<file path="config.mk">
export PLATFORM = sky130hd
export DESIGN_NAME = ecu_leaf_unit
export DESIGN_NICKNAME = d
export VERILOG_FILES = /design/src/ecu_pkg.sv /design/src/ecu_addr_if.sv /design/src/ecu_addr_check.sv /design/src/ecu_leaf_unit.sv
export SDC_FILE = /design/constraint.sdc
export NUM_CORES = 2
export LEC_CHECK = 0
export BUFFER_PORTS_ARGS = -buffer_cell sky130_fd_sc_hd__buf_2
export CORE_ASPECT_RATIO = 0.5
export CORE_MARGIN = 5
export CORE_UTILIZATION = 45
export CTS_CLUSTER_DIAMETER = 80
export DETAILED_ROUTE_END_ITERATION = 7
export PLACE_DENSITY = 0.74
export SETUP_SLACK_MARGIN = 0.15
export SLEW_MARGIN = 20
export SYNTH_ARGS = -nofsm -noshare
export SYNTH_HDL_FRONTEND = slang
export SYNTH_SLANG_ARGS = --single-unit
</file>
<file path="constraint.sdc">
create_clock -name clk_sys_in -period 29.2 [get_ports clk_sys_in]
set_input_delay 2.92 -clock clk_sys_in [delete_from_list [all_inputs] [get_ports clk_sys_in]]
set_output_delay 2.92 -clock clk_sys_in [all_outputs]
set_load 0.005 [all_outputs]
</file>
<file path="src/ecu_pkg.sv">
package ecu_pkg;
    // Register bus shape
    localparam int REG_AW = 8;
    localparam int DATA_W = 32;
    localparam int ADDR_W = 64;
    // Register byte offsets
    localparam logic [7:0] REG_CTRL = 8'h00;
    localparam logic [7:0] REG_RESULT = 8'h04;
    localparam logic [7:0] REG_TGT_LO = 8'h08;
    localparam logic [7:0] REG_TGT_HI = 8'h0c;
    localparam logic [7:0] REG_STR_LO = 8'h10;
    localparam logic [7:0] REG_STR_HI = 8'h14;
    localparam logic [7:0] REG_MODE = 8'h18;
    localparam logic [7:0] REG_STATUS = 8'h1c;
    localparam logic [7:0] REG_FADDR_LO = 8'h20;
    localparam logic [7:0] REG_FADDR_HI = 8'h24;
    localparam logic [7:0] REG_FCODE = 8'h28;
    // Field positions
    localparam int CTRL_START_BIT = 0;
    localparam int MODE_64_BIT = 0;
    localparam int MODE_CPL_LSB = 1;
    localparam int STAT_BUSY_BIT = 0;
    localparam int STAT_DONE_BIT = 1;
    localparam int STAT_GP_BIT = 2;
    localparam int STAT_PF_BIT = 3;
    localparam int STAT_FLAGS_LSB = 4;
    // Flag vector order {of, sf, zf, af, pf, cf}
    localparam int FLAGS_W = 6;
    localparam logic [5:0] FLAGS_ZF_ONLY = 6'h08;
    localparam logic [5:0] FLAGS_CLEAR = 6'h00;
    // Leaf selection and privilege
    localparam logic [31:0] LEAF_DEC = 32'h0000_0000;
    localparam logic [31:0] LEAF_INC = 32'h0000_0001;
    localparam logic [1:0] CPL_KERNEL = 2'h0;
    localparam logic [1:0] CPL_RESET = 2'h3;
    // Page geometry and address form
    localparam int PAGE_OFS_W = 12;
    localparam logic [32:0] PAGE_LAST = 33'h0_0000_0fff;
    localparam int VA_BITS = 48;
    // Page types of the metadata map
    localparam int PTYPE_W = 8;
    localparam logic [7:0] REGULAR_PAGE_TYPE = 8'h01;
    localparam logic [7:0] THREAD_CONTROL_PAGE_TYPE = 8'h02;
    localparam logic [7:0] STRUCTURE_PAGE_TYPE = 8'h03;
    localparam logic [7:0] TRIMMED_PAGE_TYPE = 8'h04;
    localparam logic [7:0] FIRST_SHADOW_STACK_PAGE_TYPE = 8'h05;
    localparam logic [7:0] LATER_SHADOW_STACK_PAGE_TYPE = 8'h06;
    // Result codes
    localparam logic [31:0] RESULT_OK = 32'h0000_0000;
    localparam logic [31:0] PAGE_CONFLICT_ERROR = 32'h0000_0001;
    localparam logic [31:0] INVALID_COUNTER_ERROR = 32'h0000_0002;
    // Page fault error code
    localparam int PFEC_W = 32;
    localparam logic [31:0] ENCLAVE_FAULT_CODE_BIT = 32'h0000_8000;
    // Counter location inside the control structure
    localparam logic [63:0] COUNTER_OFFSET = 64'h0000_0000_0000_0100;
    localparam logic [63:0] COUNTER_ONE = 64'h0000_0000_0000_0001;

    typedef enum logic [1:0] {
        MEM_LOOKUP,
        MEM_READ,
        MEM_WRITE
    } ecu_mem_cmd_type;

    typedef enum {
        ST_IDLE,
        ST_ADDR,
        ST_LK_T,
        ST_LK_S,
        ST_EVAL,
        ST_RD,
        ST_WR,
        ST_FIX
    } ecu_state_type;

    typedef enum {
        OUT_NONE,
        OUT_GP,
        OUT_PF,
        OUT_OK,
        OUT_CONFLICT,
        OUT_UNDERFLOW
    } ecu_outcome_type;
endpackage

</file>
<file path="src/ecu_addr_if.sv">
`timescale 1ns/1ps
interface ecu_addr_if;
    logic mode64;
    logic [63:0] ds_base;
    logic [31:0] ds_limit;
    logic ds_unusable;
    logic [63:0] tgt_off;
    logic [63:0] str_off;
    logic [63:0] tgt_lin;
    logic [63:0] str_lin;
    logic seg_fault;

    modport user (output mode64, ds_base, ds_limit, ds_unusable, tgt_off,
        str_off, input tgt_lin, str_lin, seg_fault);
    modport chk (input mode64, ds_base, ds_limit, ds_unusable, tgt_off,
        str_off, output tgt_lin, str_lin, seg_fault);
endinterface

</file>
<file path="src/ecu_addr_check.sv">
`timescale 1ns/1ps
module ecu_addr_check (
    ecu_addr_if.chk a
);
    logic [32:0] tgt_end;
    logic [32:0] str_end;
    logic tgt_canon;
    logic str_canon;

    // Page end offsets for the segment limit test
    assign tgt_end = {1'b0, a.tgt_off[31:0]} + ecu_pkg::PAGE_LAST;
    assign str_end = {1'b0, a.str_off[31:0]} + ecu_pkg::PAGE_LAST;

    // Upper bits must all copy the top implemented bit
    assign tgt_canon = (&a.tgt_off[63:ecu_pkg::VA_BITS-1]) ||
        ~(|a.tgt_off[63:ecu_pkg::VA_BITS-1]);
    assign str_canon = (&a.str_off[63:ecu_pkg::VA_BITS-1]) ||
        ~(|a.str_off[63:ecu_pkg::VA_BITS-1]);

    // Data segment alone forms both addresses, no override path
    always_comb begin
        if (a.mode64) begin
            a.tgt_lin = a.tgt_off;
            a.str_lin = a.str_off;
            a.seg_fault = !tgt_canon || !str_canon;
        end else begin
            a.tgt_lin = {32'h0000_0000,
                a.ds_base[31:0] + a.tgt_off[31:0]};
            a.str_lin = {32'h0000_0000,
                a.ds_base[31:0] + a.str_off[31:0]};
            a.seg_fault = a.ds_unusable ||
                (tgt_end > {1'b0, a.ds_limit}) ||
                (str_end > {1'b0, a.ds_limit});
        end
    end
endmodule // ecu_addr_check

</file>
<file path="src/ecu_leaf_unit.sv">
// Behaviour
// - Leaf 01H increments the structure's virtual child counter.
// - Leaf 00H decrements the structure's virtual child counter.
// - Both operand addresses use the data segment; no override.
// - Third check, after privilege and leaf: unaligned target page gives protection fault zero.
// - Target or structure outside protected memory gives enclave page fault.
// - Target under concurrent change: zero flag, conflict code, skip on.
// - Then an invalid target metadata entry gives enclave page fault.
// - Parent from owner, or target itself if structure; else page fault.
// - Derived parent differing from structure operand gives protection fault.
// - Locked decrement; underflow restores counter, zero flag, error code.
// - Success clears zero flag and writes zero result.
// - Non-faulting outcomes clear carry, parity, aux, overflow, sign.
// - Counter and derived parent address are 64-bit values.
// - 32-bit mode: beyond segment limit or unusable segment faults.
// - 64-bit mode: non-canonical operand address faults.
// - Any access page fault is reported with its error code; faults on the counter writes are ignored.
// - Locked increment, no overflow check, zero flag and result cleared.
//
// Added by the designer: the plain strobed port and the address map.
`timescale 1ns/1ps
module ecu_leaf_unit (
    input wire logic clk_sys_in,
    input wire logic nrst_in,
    input wire logic ce_in,
    input wire logic [7:0] reg_addr_in,
    input wire logic [31:0] reg_wdata_in,
    input wire logic reg_wr_in,
    input wire logic reg_rd_in,
    output logic [31:0] reg_rdata_out,
    input wire logic [63:0] ds_base_in,
    input wire logic [31:0] ds_limit_in,
    input wire logic ds_unusable_in,
    output logic mem_req_out,
    output logic [1:0] mem_cmd_out,
    output logic [63:0] mem_addr_out,
    output logic [63:0] mem_wdata_out,
    output logic mem_lock_out,
    input wire logic mem_ack_in,
    input wire logic mem_fault_in,
    input wire logic [31:0] mem_pfec_in,
    input wire logic mem_resident_in,
    input wire logic mem_busy_in,
    input wire logic mem_valid_in,
    input wire logic [7:0] mem_type_in,
    input wire logic [63:0] mem_owner_in,
    input wire logic [63:0] mem_phys_in,
    input wire logic [63:0] mem_rdata_in,
    output logic done_out,
    output logic gp_fault_out,
    output logic pf_fault_out
);
    logic rst_s1_q;
    logic rst_s2_q;
    logic rst_n;
    ecu_pkg::ecu_state_type state_q;
    ecu_pkg::ecu_state_type state_d;
    ecu_pkg::ecu_outcome_type outcome;
    logic [31:0] leaf_q;
    logic [31:0] result_q;
    logic [63:0] tgt_off_q;
    logic [63:0] str_off_q;
    logic mode64_q;
    logic [1:0] cpl_q;
    logic start;
    logic [ecu_pkg::FLAGS_W-1:0] flags_q;
    logic done_q;
    logic gp_q;
    logic pf_q;
    logic [63:0] faddr_q;
    logic [31:0] fcode_q;
    logic [63:0] out_faddr;
    logic [31:0] out_fcode;
    logic [63:0] tgt_lin_q;
    logic [63:0] str_lin_q;
    logic t_res_q;
    logic t_busy_q;
    logic t_valid_q;
    logic [7:0] t_type_q;
    logic [63:0] t_owner_q;
    logic [63:0] t_phys_q;
    logic s_res_q;
    logic [63:0] s_phys_q;
    logic [63:0] parent_d;
    logic [63:0] parent_q;
    logic parent_ok;
    logic [63:0] cnt_old_q;
    logic [63:0] cnt_new_q;
    logic underflow_q;
    logic is_dec;
    logic [1:0] mem_cmd_q;
    logic [63:0] mem_addr_q;
    logic [63:0] mem_wdata_q;
    logic [31:0] rdata_q;
    logic done_p_q;
    logic gp_p_q;
    logic pf_p_q;

    ecu_addr_if ai ();

    // Reset release through two flops
    always_ff @(posedge clk_sys_in or negedge nrst_in) begin
        if (!nrst_in) begin
            rst_s1_q <= 1'b0;
            rst_s2_q <= 1'b0;
        end else begin
            rst_s1_q <= 1'b1;
            rst_s2_q <= rst_s1_q;
        end
    end
    assign rst_n = rst_s2_q;

    // Address formation and segment checks
    assign ai.mode64 = mode64_q;
    assign ai.ds_base = ds_base_in;
    assign ai.ds_limit = ds_limit_in;
    assign ai.ds_unusable = ds_unusable_in;
    assign ai.tgt_off = tgt_off_q;
    assign ai.str_off = str_off_q;

    ecu_addr_check u_chk (
        .a(ai.chk)
    );

    assign is_dec = (leaf_q == ecu_pkg::LEAF_DEC);
    assign start = reg_wr_in && (reg_addr_in == ecu_pkg::REG_CTRL) &&
        reg_wdata_in[ecu_pkg::CTRL_START_BIT] && (state_q == ecu_pkg::ST_IDLE);

    // Parent derivation from the target metadata entry
    always_comb begin
        parent_d = t_owner_q;
        parent_ok = 1'b1;
        unique case (t_type_q)
            ecu_pkg::REGULAR_PAGE_TYPE,
            ecu_pkg::THREAD_CONTROL_PAGE_TYPE,
            ecu_pkg::TRIMMED_PAGE_TYPE,
            ecu_pkg::FIRST_SHADOW_STACK_PAGE_TYPE,
            ecu_pkg::LATER_SHADOW_STACK_PAGE_TYPE: begin
                parent_d = t_owner_q;
            end
            ecu_pkg::STRUCTURE_PAGE_TYPE: begin
                parent_d = t_phys_q;
            end
            default: begin
                parent_ok = 1'b0;
            end
        endcase
    end

    // Sequencing and ordered checks
    always_comb begin
        state_d = state_q;
        outcome = ecu_pkg::OUT_NONE;
        out_faddr = tgt_lin_q;
        out_fcode = ecu_pkg::ENCLAVE_FAULT_CODE_BIT;
        unique case (state_q)
            ecu_pkg::ST_IDLE: begin
                if (start) begin
                    state_d = ecu_pkg::ST_ADDR;
                end
            end
            ecu_pkg::ST_ADDR: begin
                if (cpl_q != ecu_pkg::CPL_KERNEL) begin
                    outcome = ecu_pkg::OUT_GP;
                end else if (!is_dec && leaf_q != ecu_pkg::LEAF_INC) begin
                    outcome = ecu_pkg::OUT_GP;
                end else if (|tgt_off_q[ecu_pkg::PAGE_OFS_W-1:0]) begin
                    outcome = ecu_pkg::OUT_GP;
                end else if (|str_off_q[ecu_pkg::PAGE_OFS_W-1:0]) begin
                    outcome = ecu_pkg::OUT_GP;
                end else if (ai.seg_fault) begin
                    outcome = ecu_pkg::OUT_GP;
                end else begin
                    state_d = ecu_pkg::ST_LK_T;
                end
            end
            ecu_pkg::ST_LK_T, ecu_pkg::ST_LK_S, ecu_pkg::ST_RD: begin
                if (mem_ack_in && mem_fault_in) begin
                    outcome = ecu_pkg::OUT_PF;
                    out_faddr = mem_addr_q;
                    out_fcode = mem_pfec_in;
                end else if (mem_ack_in) begin
                    state_d = (state_q == ecu_pkg::ST_LK_T) ?
                        ecu_pkg::ST_LK_S : (state_q == ecu_pkg::ST_LK_S) ?
                        ecu_pkg::ST_EVAL : ecu_pkg::ST_WR;
                end
            end
            ecu_pkg::ST_EVAL: begin
                if (!t_res_q) begin
                    outcome = ecu_pkg::OUT_PF;
                end else if (!s_res_q) begin
                    outcome = ecu_pkg::OUT_PF;
                    out_faddr = str_lin_q;
                end else if (t_busy_q) begin
                    outcome = ecu_pkg::OUT_CONFLICT;
                end else if (!t_valid_q) begin
                    outcome = ecu_pkg::OUT_PF;
                end else if (!parent_ok) begin
                    outcome = ecu_pkg::OUT_PF;
                end else if (parent_d != s_phys_q) begin
                    outcome = ecu_pkg::OUT_GP;
                end else begin
                    state_d = ecu_pkg::ST_RD;
                end
            end
            ecu_pkg::ST_WR: begin
                if (mem_ack_in && underflow_q) begin
                    state_d = ecu_pkg::ST_FIX;
                end else if (mem_ack_in) begin
                    outcome = ecu_pkg::OUT_OK;
                end
            end
            ecu_pkg::ST_FIX: begin
                if (mem_ack_in) begin
                    outcome = ecu_pkg::OUT_UNDERFLOW;
                end
            end
        endcase
        if (outcome != ecu_pkg::OUT_NONE) begin
            state_d = ecu_pkg::ST_IDLE;
        end
    end

    // State register
    always_ff @(posedge clk_sys_in or negedge rst_n) begin
        if (!rst_n) begin
            state_q <= ecu_pkg::ST_IDLE;
        end else if (ce_in) begin
            state_q <= state_d;
        end
    end

    // Captured lookup answers and counter arithmetic
    always_ff @(posedge clk_sys_in or negedge rst_n) begin
        if (!rst_n) begin
            tgt_lin_q <= 64'h0;
            str_lin_q <= 64'h0;
            t_res_q <= 1'b0;
            t_busy_q <= 1'b0;
            t_valid_q <= 1'b0;
            t_type_q <= 8'h00;
            t_owner_q <= 64'h0;
            t_phys_q <= 64'h0;
            s_res_q <= 1'b0;
            s_phys_q <= 64'h0;
            parent_q <= 64'h0;
            cnt_old_q <= 64'h0;
            cnt_new_q <= 64'h0;
            underflow_q <= 1'b0;
        end else if (ce_in) begin
            if (state_q == ecu_pkg::ST_ADDR) begin
                tgt_lin_q <= ai.tgt_lin;
                str_lin_q <= ai.str_lin;
            end
            if (state_q == ecu_pkg::ST_LK_T && mem_ack_in) begin
                t_res_q <= mem_resident_in;
                t_busy_q <= mem_busy_in;
                t_valid_q <= mem_valid_in;
                t_type_q <= mem_type_in;
                t_owner_q <= mem_owner_in;
                t_phys_q <= mem_phys_in;
            end
            if (state_q == ecu_pkg::ST_LK_S && mem_ack_in) begin
                s_res_q <= mem_resident_in;
                s_phys_q <= mem_phys_in;
            end
            if (state_q == ecu_pkg::ST_EVAL) begin
                parent_q <= parent_d;
            end
            if (state_q == ecu_pkg::ST_RD && mem_ack_in) begin
                cnt_old_q <= mem_rdata_in;
                if (is_dec) begin
                    cnt_new_q <= mem_rdata_in - ecu_pkg::COUNTER_ONE;
                    underflow_q <= (mem_rdata_in == 64'h0);
                end else begin
                    cnt_new_q <= mem_rdata_in + ecu_pkg::COUNTER_ONE;
                    underflow_q <= 1'b0;
                end
            end
        end
    end

    // Memory port command, address and write data
    always_ff @(posedge clk_sys_in or negedge rst_n) begin
        if (!rst_n) begin
            mem_cmd_q <= ecu_pkg::MEM_LOOKUP;
            mem_addr_q <= 64'h0;
            mem_wdata_q <= 64'h0;
        end else if (ce_in) begin
            unique case (state_d)
                ecu_pkg::ST_LK_T: begin
                    mem_cmd_q <= ecu_pkg::MEM_LOOKUP;
                    mem_addr_q <= ai.tgt_lin;
                end
                ecu_pkg::ST_LK_S: begin
                    mem_cmd_q <= ecu_pkg::MEM_LOOKUP;
                    mem_addr_q <= str_lin_q;
                end
                ecu_pkg::ST_RD: begin
                    mem_cmd_q <= ecu_pkg::MEM_READ;
                    mem_addr_q <= parent_d + ecu_pkg::COUNTER_OFFSET;
                end
                ecu_pkg::ST_WR: begin
                    mem_cmd_q <= ecu_pkg::MEM_WRITE;
                    if (state_q == ecu_pkg::ST_RD) mem_wdata_q <= is_dec ?
                        mem_rdata_in - ecu_pkg::COUNTER_ONE :
                        mem_rdata_in + ecu_pkg::COUNTER_ONE;
                end
                ecu_pkg::ST_FIX: begin
                    mem_cmd_q <= ecu_pkg::MEM_WRITE;
                    mem_wdata_q <= cnt_old_q;
                end
                default: begin
                    mem_cmd_q <= mem_cmd_q;
                end
            endcase
        end
    end

    // Counter update held locked from read to last write
    assign mem_req_out = (state_q == ecu_pkg::ST_LK_T) ||
        (state_q == ecu_pkg::ST_LK_S) || mem_lock_out;
    assign mem_lock_out = (state_q == ecu_pkg::ST_RD) ||
        (state_q == ecu_pkg::ST_WR) ||
        (state_q == ecu_pkg::ST_FIX);
    assign mem_cmd_out = mem_cmd_q;
    assign mem_addr_out = mem_addr_q;
    assign mem_wdata_out = mem_wdata_q;

    // Software registers: operands, mode and leaf select
    always_ff @(posedge clk_sys_in or negedge rst_n) begin
        if (!rst_n) begin
            tgt_off_q <= 64'h0;
            str_off_q <= 64'h0;
            mode64_q <= 1'b0;
            cpl_q <= ecu_pkg::CPL_RESET;
            leaf_q <= ecu_pkg::LEAF_DEC;
        end else if (ce_in && reg_wr_in && state_q == ecu_pkg::ST_IDLE) begin
            unique case (reg_addr_in)
                ecu_pkg::REG_TGT_LO: tgt_off_q[31:0] <= reg_wdata_in;
                ecu_pkg::REG_TGT_HI: tgt_off_q[63:32] <= reg_wdata_in;
                ecu_pkg::REG_STR_LO: str_off_q[31:0] <= reg_wdata_in;
                ecu_pkg::REG_STR_HI: str_off_q[63:32] <= reg_wdata_in;
                ecu_pkg::REG_RESULT: leaf_q <= reg_wdata_in;
                ecu_pkg::REG_MODE: begin
                    mode64_q <= reg_wdata_in[ecu_pkg::MODE_64_BIT];
                    cpl_q <= reg_wdata_in[ecu_pkg::MODE_CPL_LSB +: 2];
                end
                default: begin
                    cpl_q <= cpl_q;
                end
            endcase
        end
    end

    // Result, flags and fault report
    always_ff @(posedge clk_sys_in or negedge rst_n) begin
        if (!rst_n) begin
            result_q <= ecu_pkg::RESULT_OK;
            flags_q <= ecu_pkg::FLAGS_CLEAR;
            done_q <= 1'b0;
            gp_q <= 1'b0;
            pf_q <= 1'b0;
            faddr_q <= 64'h0;
            fcode_q <= 32'h0;
        end else if (ce_in) begin
            if (start) begin
                done_q <= 1'b0;
                gp_q <= 1'b0;
                pf_q <= 1'b0;
            end
            unique case (outcome)
                ecu_pkg::OUT_OK: begin
                    result_q <= ecu_pkg::RESULT_OK;
                    flags_q <= ecu_pkg::FLAGS_CLEAR;
                end
                ecu_pkg::OUT_CONFLICT: begin
                    result_q <= ecu_pkg::PAGE_CONFLICT_ERROR;
                    flags_q <= ecu_pkg::FLAGS_ZF_ONLY;
                end
                ecu_pkg::OUT_UNDERFLOW: begin
                    result_q <= ecu_pkg::INVALID_COUNTER_ERROR;
                    flags_q <= ecu_pkg::FLAGS_ZF_ONLY;
                end
                ecu_pkg::OUT_GP: begin
                    gp_q <= 1'b1;
                    fcode_q <= 32'h0;
                end
                ecu_pkg::OUT_PF: begin
                    pf_q <= 1'b1;
                    faddr_q <= out_faddr;
                    fcode_q <= out_fcode;
                end
                default: begin
                    result_q <= result_q;
                end
            endcase
            if (outcome != ecu_pkg::OUT_NONE) begin
                done_q <= 1'b1;
            end
        end
    end

    // Completion and fault pulses
    always_ff @(posedge clk_sys_in or negedge rst_n) begin
        if (!rst_n) begin
            done_p_q <= 1'b0;
            gp_p_q <= 1'b0;
            pf_p_q <= 1'b0;
        end else if (ce_in) begin
            done_p_q <= (outcome != ecu_pkg::OUT_NONE);
            gp_p_q <= (outcome == ecu_pkg::OUT_GP);
            pf_p_q <= (outcome == ecu_pkg::OUT_PF);
        end else begin
            done_p_q <= 1'b0;
            gp_p_q <= 1'b0;
            pf_p_q <= 1'b0;
        end
    end
    assign done_out = done_p_q;
    assign gp_fault_out = gp_p_q;
    assign pf_fault_out = pf_p_q;

    // Register read port, data one cycle after the strobe
    always_ff @(posedge clk_sys_in or negedge rst_n) begin
        if (!rst_n) begin
            rdata_q <= 32'h0;
        end else if (ce_in && reg_rd_in) begin
            unique case (reg_addr_in)
                ecu_pkg::REG_RESULT: rdata_q <= result_q;
                ecu_pkg::REG_TGT_LO: rdata_q <= tgt_off_q[31:0];
                ecu_pkg::REG_TGT_HI: rdata_q <= tgt_off_q[63:32];
                ecu_pkg::REG_STR_LO: rdata_q <= str_off_q[31:0];
                ecu_pkg::REG_STR_HI: rdata_q <= str_off_q[63:32];
                ecu_pkg::REG_MODE: rdata_q <= {29'h0, cpl_q, mode64_q};
                ecu_pkg::REG_STATUS: rdata_q <= {22'h0, flags_q, pf_q, gp_q,
                    done_q, (state_q != ecu_pkg::ST_IDLE)};
                ecu_pkg::REG_FADDR_LO: rdata_q <= faddr_q[31:0];
                ecu_pkg::REG_FADDR_HI: rdata_q <= faddr_q[63:32];
                ecu_pkg::REG_FCODE: rdata_q <= fcode_q;
                default: rdata_q <= 32'h0;
            endcase
        end
    end
    assign reg_rdata_out = rdata_q;
endmodule // ecu_leaf_unit

</file>
# [Word level (Yosys, flattened, before mapping)]
# Index checks and enable logic that the tools add are counted.
[op_classes] add_sub_neg=7 magnitude_cmp=2 eq_ne=44 muxes=63 bitwise=2 n_reduce_logical=72
[ops] cell="$mux 32" count=18
[ops] cell="$mux 64" count=8
[ops] cell="$eq 32x3->1 const B" count=12
[ops] cell="$pmux 32 s10" count=1
[ops] cell="$eq 32x2->1 const B" count=8
[ops] cell="$pmux 64 s2" count=2
[ops] cell="$pmux 64 s3" count=1
[ops] cell="$pmux 32 s5" count=1
[ops] cell="$eq 32x4->1 const B" count=3
[ops] cell="$logic_not 32->1" count=3
[ops] cell="$pmux 32 s3" count=1
[ops] cell="$add 32x12->33 const B" count=2
[ops] cell="$gt 33x32->1" count=2
[ops] cell="$add 32x32->32" count=2
[ops] cell="$add 64x1->64 const B" count=1
[ops] cell="$add 64x9->64 const B" count=1
[ops] cell="$eq 32x1->1 const B" count=2
[ops] cell="$logic_not 64->1" count=1
[ops] cell="$ne 64x64->1" count=1
[ops] cell="$pmux 32 s2" count=1
[ops] cell="$reduce_bool 32->1" count=2
[ops] cell="$sub 64x1->64 const B" count=1
[ops] cell="$reduce_and 2->1" count=19
[ops] cell="$reduce_and 17->1" count=2
[ops] cell="other kinds (27)" count=95
[totals] reg_bits=896 inputBits=379 out_inout_bits=167 wordCells=226

# [Depth between registers and ports, before layout]
[logic_depth] word_depth=18 depth_mapped=24 mapped_depth_nobuf=21

# [Modules after synthesis]
# A second synthesis with hierarchy kept.
[unflattened] cells_unflattened=5001 area_unflattened_um2=50666.1
[modules_own_cells] mod="ecu_leaf_unit" instances=1 cells_per_inst=3975 area_per_inst_um2=43770.7 seq_area_each_um2=21548.2
[modules_own_cells] mod="ecu_addr_check" instances=1 cells_per_inst=1026 area_per_inst_um2=6895.4 seq_area_each_um2=0.0

# [Worst setup path before layout]
# OpenSTA, ideal clock, no wires.
[synth_path] path_type="register -> register" startpoint="register leaf_q[5]" endpoint="register mem_wdata_q[62], in the netlist mem_wdata_out[62]" setup_time_ns=0.132 arrival_ns=8.045 required_ns=29.068 path_slack_ns=21.023 stages_incl_launch_ff=17 path_buffers=0 synth_period_minus_slack_ns=8.177 path_cell_list="dfrtp_1 -> nor4_1 -> nand4_1 -> nor3_1 -> ha_1 -> nand2_1 -> or4b_1 -> o2111ai_1 -> a211oi_1 -> o211ai_1 -> nor4bb_1 -> o31ai_1 -> a221oi_2 -> nor3_1 -> or4_1 -> a32oi_1 -> o21ai_1"
[synth_between] elab_chain_len=11 word_cells_on_any_way=20 cone_classes="eq/ne: 4; mux: 10; reduce/logical: 6"
[synth_rtl] element="start: declaration" line_no="ecu_leaf_unit.sv:59" text="logic [31:0] leaf_q;"
[synth_rtl] element="start signal: assignment" line_no="ecu_leaf_unit.sv:337" text="leaf_q <= ecu_pkg::LEAF_DEC;"
[synth_rtl] element="start signal: assignment" line_no="ecu_leaf_unit.sv:344" text="ecu_pkg::REG_RESULT: leaf_q <= reg_wdata_in;"
[synth_rtl] element="$logic_not 32->1" line_no="ecu_leaf_unit.sv:125" text="assign is_dec = (leaf_q == ecu_pkg::LEAF_DEC);"
[synth_rtl] element="$logic_not 1->1" line_no="ecu_leaf_unit.sv:165" text="end else if (!is_dec && leaf_q != ecu_pkg::LEAF_INC) begin"
[synth_rtl] element="$logic_and 1x1->1" line_no="ecu_leaf_unit.sv:165"
[synth_rtl] element="$mux 1" line_no="ecu_leaf_unit.sv:165"
[synth_rtl] element="$mux 1" line_no="ecu_leaf_unit.sv:163" text="if (cpl_q != ecu_pkg::CPL_KERNEL) begin"
[synth_rtl] element="$pmux 3 s5" line_no="ecu_leaf_unit.sv:156" text="unique case (state_q)"
[synth_rtl] element="$reduce_bool 32->1" line_no="ecu_leaf_unit.sv:219" text="if (outcome != ecu_pkg::OUT_NONE) begin"
[synth_rtl] element="$mux 32" line_no="ecu_leaf_unit.sv:219"
[synth_rtl] element="$eq 32x3->1" line_no="ecu_leaf_unit.sv:290" text="unique case (state_d)"
[synth_rtl] element="$ne 2x2->1 (no source line) / $reduce_bool 2->1 (equally long branches)"
[synth_rtl] element="$reduce_and 3->1 (no source line)"
[synth_rtl] element="end signal: assignment" line_no="ecu_leaf_unit.sv:305" text="if (state_q == ecu_pkg::ST_RD) mem_wdata_q <= is_dec ?"
[synth_rtl] element="end signal: assignment" line_no="ecu_leaf_unit.sv:311" text="mem_wdata_q <= cnt_old_q;"
[synth_rtl] element="end: declaration" line_no="ecu_leaf_unit.sv:93" text="logic [63:0] mem_wdata_q;"
# Parallel ways exist; a longest one is shown, timed or not. The select of a mux whose other input is x is not followed.
# A chain may end at the register's enable or synchronous reset.

# [Final worst setup path]
[layout_path] startpoint="register tgt_off_q[1], in the netlist ai.tgt_off[1]" endpoint="register mem_cmd_q[0], in the netlist mem_cmd_out[0]"
[layout_between] elab_chain_len=17 word_cells_on_any_way=30 cone_classes="add/sub: 1; order compare: 1; eq/ne: 5; mux: 15; reduce/logical: 8"
[layout_rtl] element="start: declaration" line_no="ecu_leaf_unit.sv:61" text="logic [63:0] tgt_off_q;"
[layout_rtl] element="start signal: assignment" line_no="ecu_leaf_unit.sv:340" text="ecu_pkg::REG_TGT_LO: tgt_off_q[31:0] <= reg_wdata_in;"
[layout_rtl] element="$add 32x12->33" line_no="ecu_addr_check.sv:11" text="assign tgt_end = {1'b0, a.tgt_off[31:0]} + ecu_pkg::PAGE_LAST;"
[layout_rtl] element="$gt 33x32->1" line_no="ecu_addr_check.sv:32" text="(tgt_end > {1'b0, a.ds_limit}) ||"
[layout_rtl] element="$logic_or 1x1->1" line_no="ecu_addr_check.sv:31" text="a.seg_fault = a.ds_unusable ||"
[layout_rtl] element="$logic_or 1x1->1" line_no="ecu_addr_check.sv:32"
[layout_rtl] element="$mux 1" line_no="ecu_addr_check.sv:22" text="if (a.mode64) begin"
[layout_rtl] element="$mux 1" line_no="ecu_leaf_unit.sv:171" text="end else if (ai.seg_fault) begin"
[layout_rtl] element="$mux 1" line_no="ecu_leaf_unit.sv:169" text="end else if (|str_off_q[ecu_pkg::PAGE_OFS_W-1:0]) begin"
[layout_rtl] element="$mux 1" line_no="ecu_leaf_unit.sv:167" text="end else if (|tgt_off_q[ecu_pkg::PAGE_OFS_W-1:0]) begin"
[layout_rtl] element="$mux 1" line_no="ecu_leaf_unit.sv:165"
[layout_rtl] element="$mux 1" line_no="ecu_leaf_unit.sv:163"
[layout_rtl] element="$pmux 3 s5" line_no="ecu_leaf_unit.sv:156"
[layout_rtl] element="$reduce_bool 32->1" line_no="ecu_leaf_unit.sv:219"
[layout_rtl] element="$mux 32 *" line_no="ecu_leaf_unit.sv:219"
[layout_rtl] element="$eq 32x2->1 / $eq 32x3->1 (equally long branches)" line_no="ecu_leaf_unit.sv:290"
[layout_rtl] element="$reduce_or 2->1 (no source line)"
[layout_rtl] element="$reduce_bool 3->1 (no source line)"
[layout_rtl] element="$reduce_and 2->1 (no source line)"
[layout_rtl] element="end signal: assignment" line_no="ecu_leaf_unit.sv:292" text="mem_cmd_q <= ecu_pkg::MEM_LOOKUP;"
[layout_rtl] element="end signal: assignment" line_no="ecu_leaf_unit.sv:296" text="mem_cmd_q <= ecu_pkg::MEM_LOOKUP;"
[layout_rtl] element="end signal: assignment" line_no="ecu_leaf_unit.sv:300" text="mem_cmd_q <= ecu_pkg::MEM_READ;"
[layout_rtl] element="end: declaration" line_no="ecu_leaf_unit.sv:91" text="logic [1:0] mem_cmd_q;"
# Every way passes the cells marked *; elsewhere a longest branch is shown, timed or not.

==> flow_summary.ini <==
[worst_setup_path]
end_kind = flop
critPathLaunchType = flop
worstPathArrival_ns = 9.24
required_ns = 29.82
criticalPathCategory = flop to flop
path_max_fanout = 65
r2r.worst_path.cells = 21

[clock_network]
cts_made_buffers = 81
clock_path_buffers = 3
ctsResizeCount = 0
hold_buffers = 0
clockRootBuffer = clkbuf_16
post_cts_buffers = 0
ctsHtreeMaxLevel = 3
cts.sink_count = 861
insertion_delay_ns = 0.71
cts_tree = done
path_clk_slew_ns = 0.07

[flow_run]
cap_viol_max_count = 0

[yosys]
syn_nets = 5764
synth_edf_count = 0
synth-seq-cells = 861
syn_area_sq_um = 49500
syn_area_per_cell_sq_um = 9.53
synth_cell_types = 89
ys_seq_area_share_pct = 43.6
async_flop_share_pct = 100
postSynthCellCount = 5190
yosys_warnings = 0
synth_ff_type = dfrtp_1

[status]
outcome = finished with violations
violations = DRC

[global_route]
antenna_found_initial = 30
grt.overflow.total = 0
grt_usage_pct = 32.9
grt_max_degree = 190
grt_pass1_wl_mm = 288
grt_pass1_vias = 42700

[timing]
slew_headroom_pct = 19.4
timing.hold.ws_ns = 0.275
finalCritPeriodShare_pct = 29.5
rsz0062_at_grt = no
fmax_mhz = 116
worst_pin_slew_ns = 1.20
finClkSkew_ns = 0.0438
finalSetupTns_ns = 0
period_needed_ns = 8.62
hold_violations = 0
finalMaxSlewViolations = 0
setup_viol = 0

[power]
p_sw_share_pct = 39.9
total_leakage_power_nw = 26.6
switching_power_mw = 1.87
p_int_mw = 2.82
power_frac_seq_pct = 38.1
ir_drop_v = 0.0000531
powerDensity_nw_per_um2 = 83.3
p_clk_share_pct = 24.8
p_comb_share_pct = 37.1

[floorplanning]
dieArea_sq_um = 117000
rows = 86
initial_utilization_pct = 45.1
ios = 546
die_w_microns = 479
fp.dieH_microns = 244
fp.coreArea_sq_um = 110000

[detailed_routing]
drc_errors = 1
vias_per_cell = 6.24
wl_per_cell_microns = 28.0
vias = 44300
firstDrtPassIters = 8
wl_mm = 198
drt_iter0_drc = 5308
antenna_left = 0

[finish]
final_nets = 6135
area_delta_synth_final_pct = 13.8
drive_gt1_share_pct = 21.8

[hold_path]
hp-class = flop to async pin

[placed_design]
routabilityCongestion = 1.01
io_buffers = 513
dp_hpwl_mm = 149
==> cell usage in the layout (no fill, tap or decap), drive strengths merged, types with 73 or more instances in the layout <==
cell	Yosys	layout
nor3	77	77
o21ai	380	380
inv	139	143
a211oi	74	74
ha	192	192
a21oi	374	374
clkbuf	220	111
nand2	665	665
mux2i	74	74
nor2	385	385
nand4	77	77
a21o	73	73
buf	76	584
xnor2	171	171
dfrtp	859	859
a22o	90	90
mux2	441	441
xor2	110	110
==> synth_stat cells (14+ instances only) <==
| master | count | area, sq um |
|---|---|---|
| buf_1 | 31 | 116 |
| dfrtp_1 | 859 | 21500 |
| a211oi_1 | 74 | 556 |
| clkbuf_1 | 220 | 826 |
| nor3_1 | 73 | 365 |
| o31ai_1 | 17 | 128 |
| ha_1 | 192 | 2400 |
| nand4_1 | 77 | 482 |
| nand2_1 | 665 | 2500 |
| or3_1 | 14 | 87.6 |
| a22o_1 | 90 | 788 |
| nor2b_1 | 39 | 244 |
| nand3_1 | 71 | 355 |
| o21bai_1 | 20 | 150 |
| o21ai_0 | 319 | 1600 |
| buf_2 | 39 | 195 |
| o22ai_1 | 27 | 169 |
| a31oi_1 | 46 | 288 |
| and2_1 | 25 | 156 |
| or2_2 | 14 | 87.6 |
| a22oi_1 | 25 | 188 |
| and3_1 | 42 | 263 |
| nor2_1 | 384 | 1440 |
| o211ai_1 | 19 | 143 |
| mux2i_1 | 73 | 731 |
| mux2_2 | 440 | 4950 |
| a21oi_1 | 374 | 1870 |
| o21a_1 | 22 | 165 |
| a222oi_1 | 16 | 160 |
| xnor2_1 | 171 | 1500 |
| xor2_1 | 110 | 963 |
| nor4_1 | 67 | 419 |
| a21o_1 | 73 | 548 |
| a41oi_1 | 16 | 140 |
| inv_1 | 139 | 522 |
| o21ai_1 | 60 | 300 |
| a221oi_1 | 51 | 447 |
| nand2b_1 | 42 | 263 |
==> power groups by stage <==
| stage | combinational, mW | clock [mW] | sequential [mW] |
|---|---|---|---|
| floorplan | 1.18 | 0 | 1.67 |
| global placement | 1.66 | 0 | 1.78 |
| detailed placement | 1.70 | 0 | 1.79 |
| CTS | 1.72 | 1.17 | 1.77 |
| global route | 1.90 | 1.22 | 1.81 |
| finish | 1.74 | 1.16 | 1.79 |
==> metal layers <==
layer	wire (microns)	vias up	track usage (%)
met4	12600	22	17.8
li1	-	19400	-
met1	79400	21900	42.8
met2	86800	2332	49.9
met3	19600	558	9.13
met5	152	-	0
==> layout make-up <==
| type | count | area [sq um] |
|---|---|---|
| inverter | 139 | 522 |
| clock buffer | 111 | 2340 |
| multi-input combinational | 3894 | 26300 |
| timing repair buffer | 584 | 3150 |
| clock inverter | 36 | 533 |
| tap | 1452 | 1820 |
| fill | 9894 | 53400 |
| sequential | 861 | 21600 |
| antenna | 15 | 37.5 |
==> metrics by stage <==
| stage | power [mW] | util [%] | cell area (sq um) | instances | worst slack (ns) |
|---|---|---|---|---|---|
| floorplan | 2.85 | - | 49500 | 5190 | 3.43 |
| CTS | 4.66 | 51.3 | 56200 | 7076 | 20.79 |
| global placement | 3.44 | 48.6 | 53300 | 6929 | 20.29 |
| global route | 4.93 | 51.3 | 56300 | 7085 | 20.26 |
| detailed placement | 3.50 | 48.7 | 53300 | 6929 | 20.19 |
| finish | 4.69 | 51.3 | 56300 | 7092 | 20.58 |
==> logic make-up (layout without fill, tap and decap cells) <==
kind of cell               count (synthesis)  after routing  share of synthesized area, %
AOI/OAI and AO/OA                       1330           1330                          17.0
other                                      1             16                       0.00758
DFF                                      861            861                          43.6
and+or+nand+nor                         1571           1571                          14.5
xor gates and xnor gates                 281            281                          4.97
muxes                                    515            515                          11.5
adders and majority gates                196            196                          5.00
buffers and inverters                    435            870                          3.46
==> worst paths after layout <==
check	from	to	slack, ns
setup / recovery	ai.tgt_off[1]	mem_cmd_out[0]	20.58
hold / removal	rst_n	t_owner_q[12]	0.27
setup reg to reg	ai.tgt_off[1]	mem_cmd_out[0]	20.58
hold reg to reg	rst_n	t_owner_q[12]	0.27
max in group asynchronous	rst_n	tgt_lin_q[60]	25.74
min in group clk_sys_in	rst_s1_q	rst_n	0.35
==> worst max-delay path, cell delays in order (launching register included) <==
cell	delay, ns
dfrtp_1	0.68
inv_1	0.34
nand3_1	0.26
or3_1	0.25
nor2b_1	0.35
and3_1	0.36
nand3_1	0.13
xnor2_1	0.24
ha_1	0.28
and2_1	0.18
a221oi_1	0.38
nor4b_1	0.40
o211ai_1	0.20
o221ai_1	0.94
nand4_1	0.25
o2111ai_2	0.35
nand2b_1	0.15
a311oi_1	0.82
or2_4	0.81
buf_4	0.70
nand2b_1	0.21
mux2i_1	0.19
(Power assumes the default switching activity.)
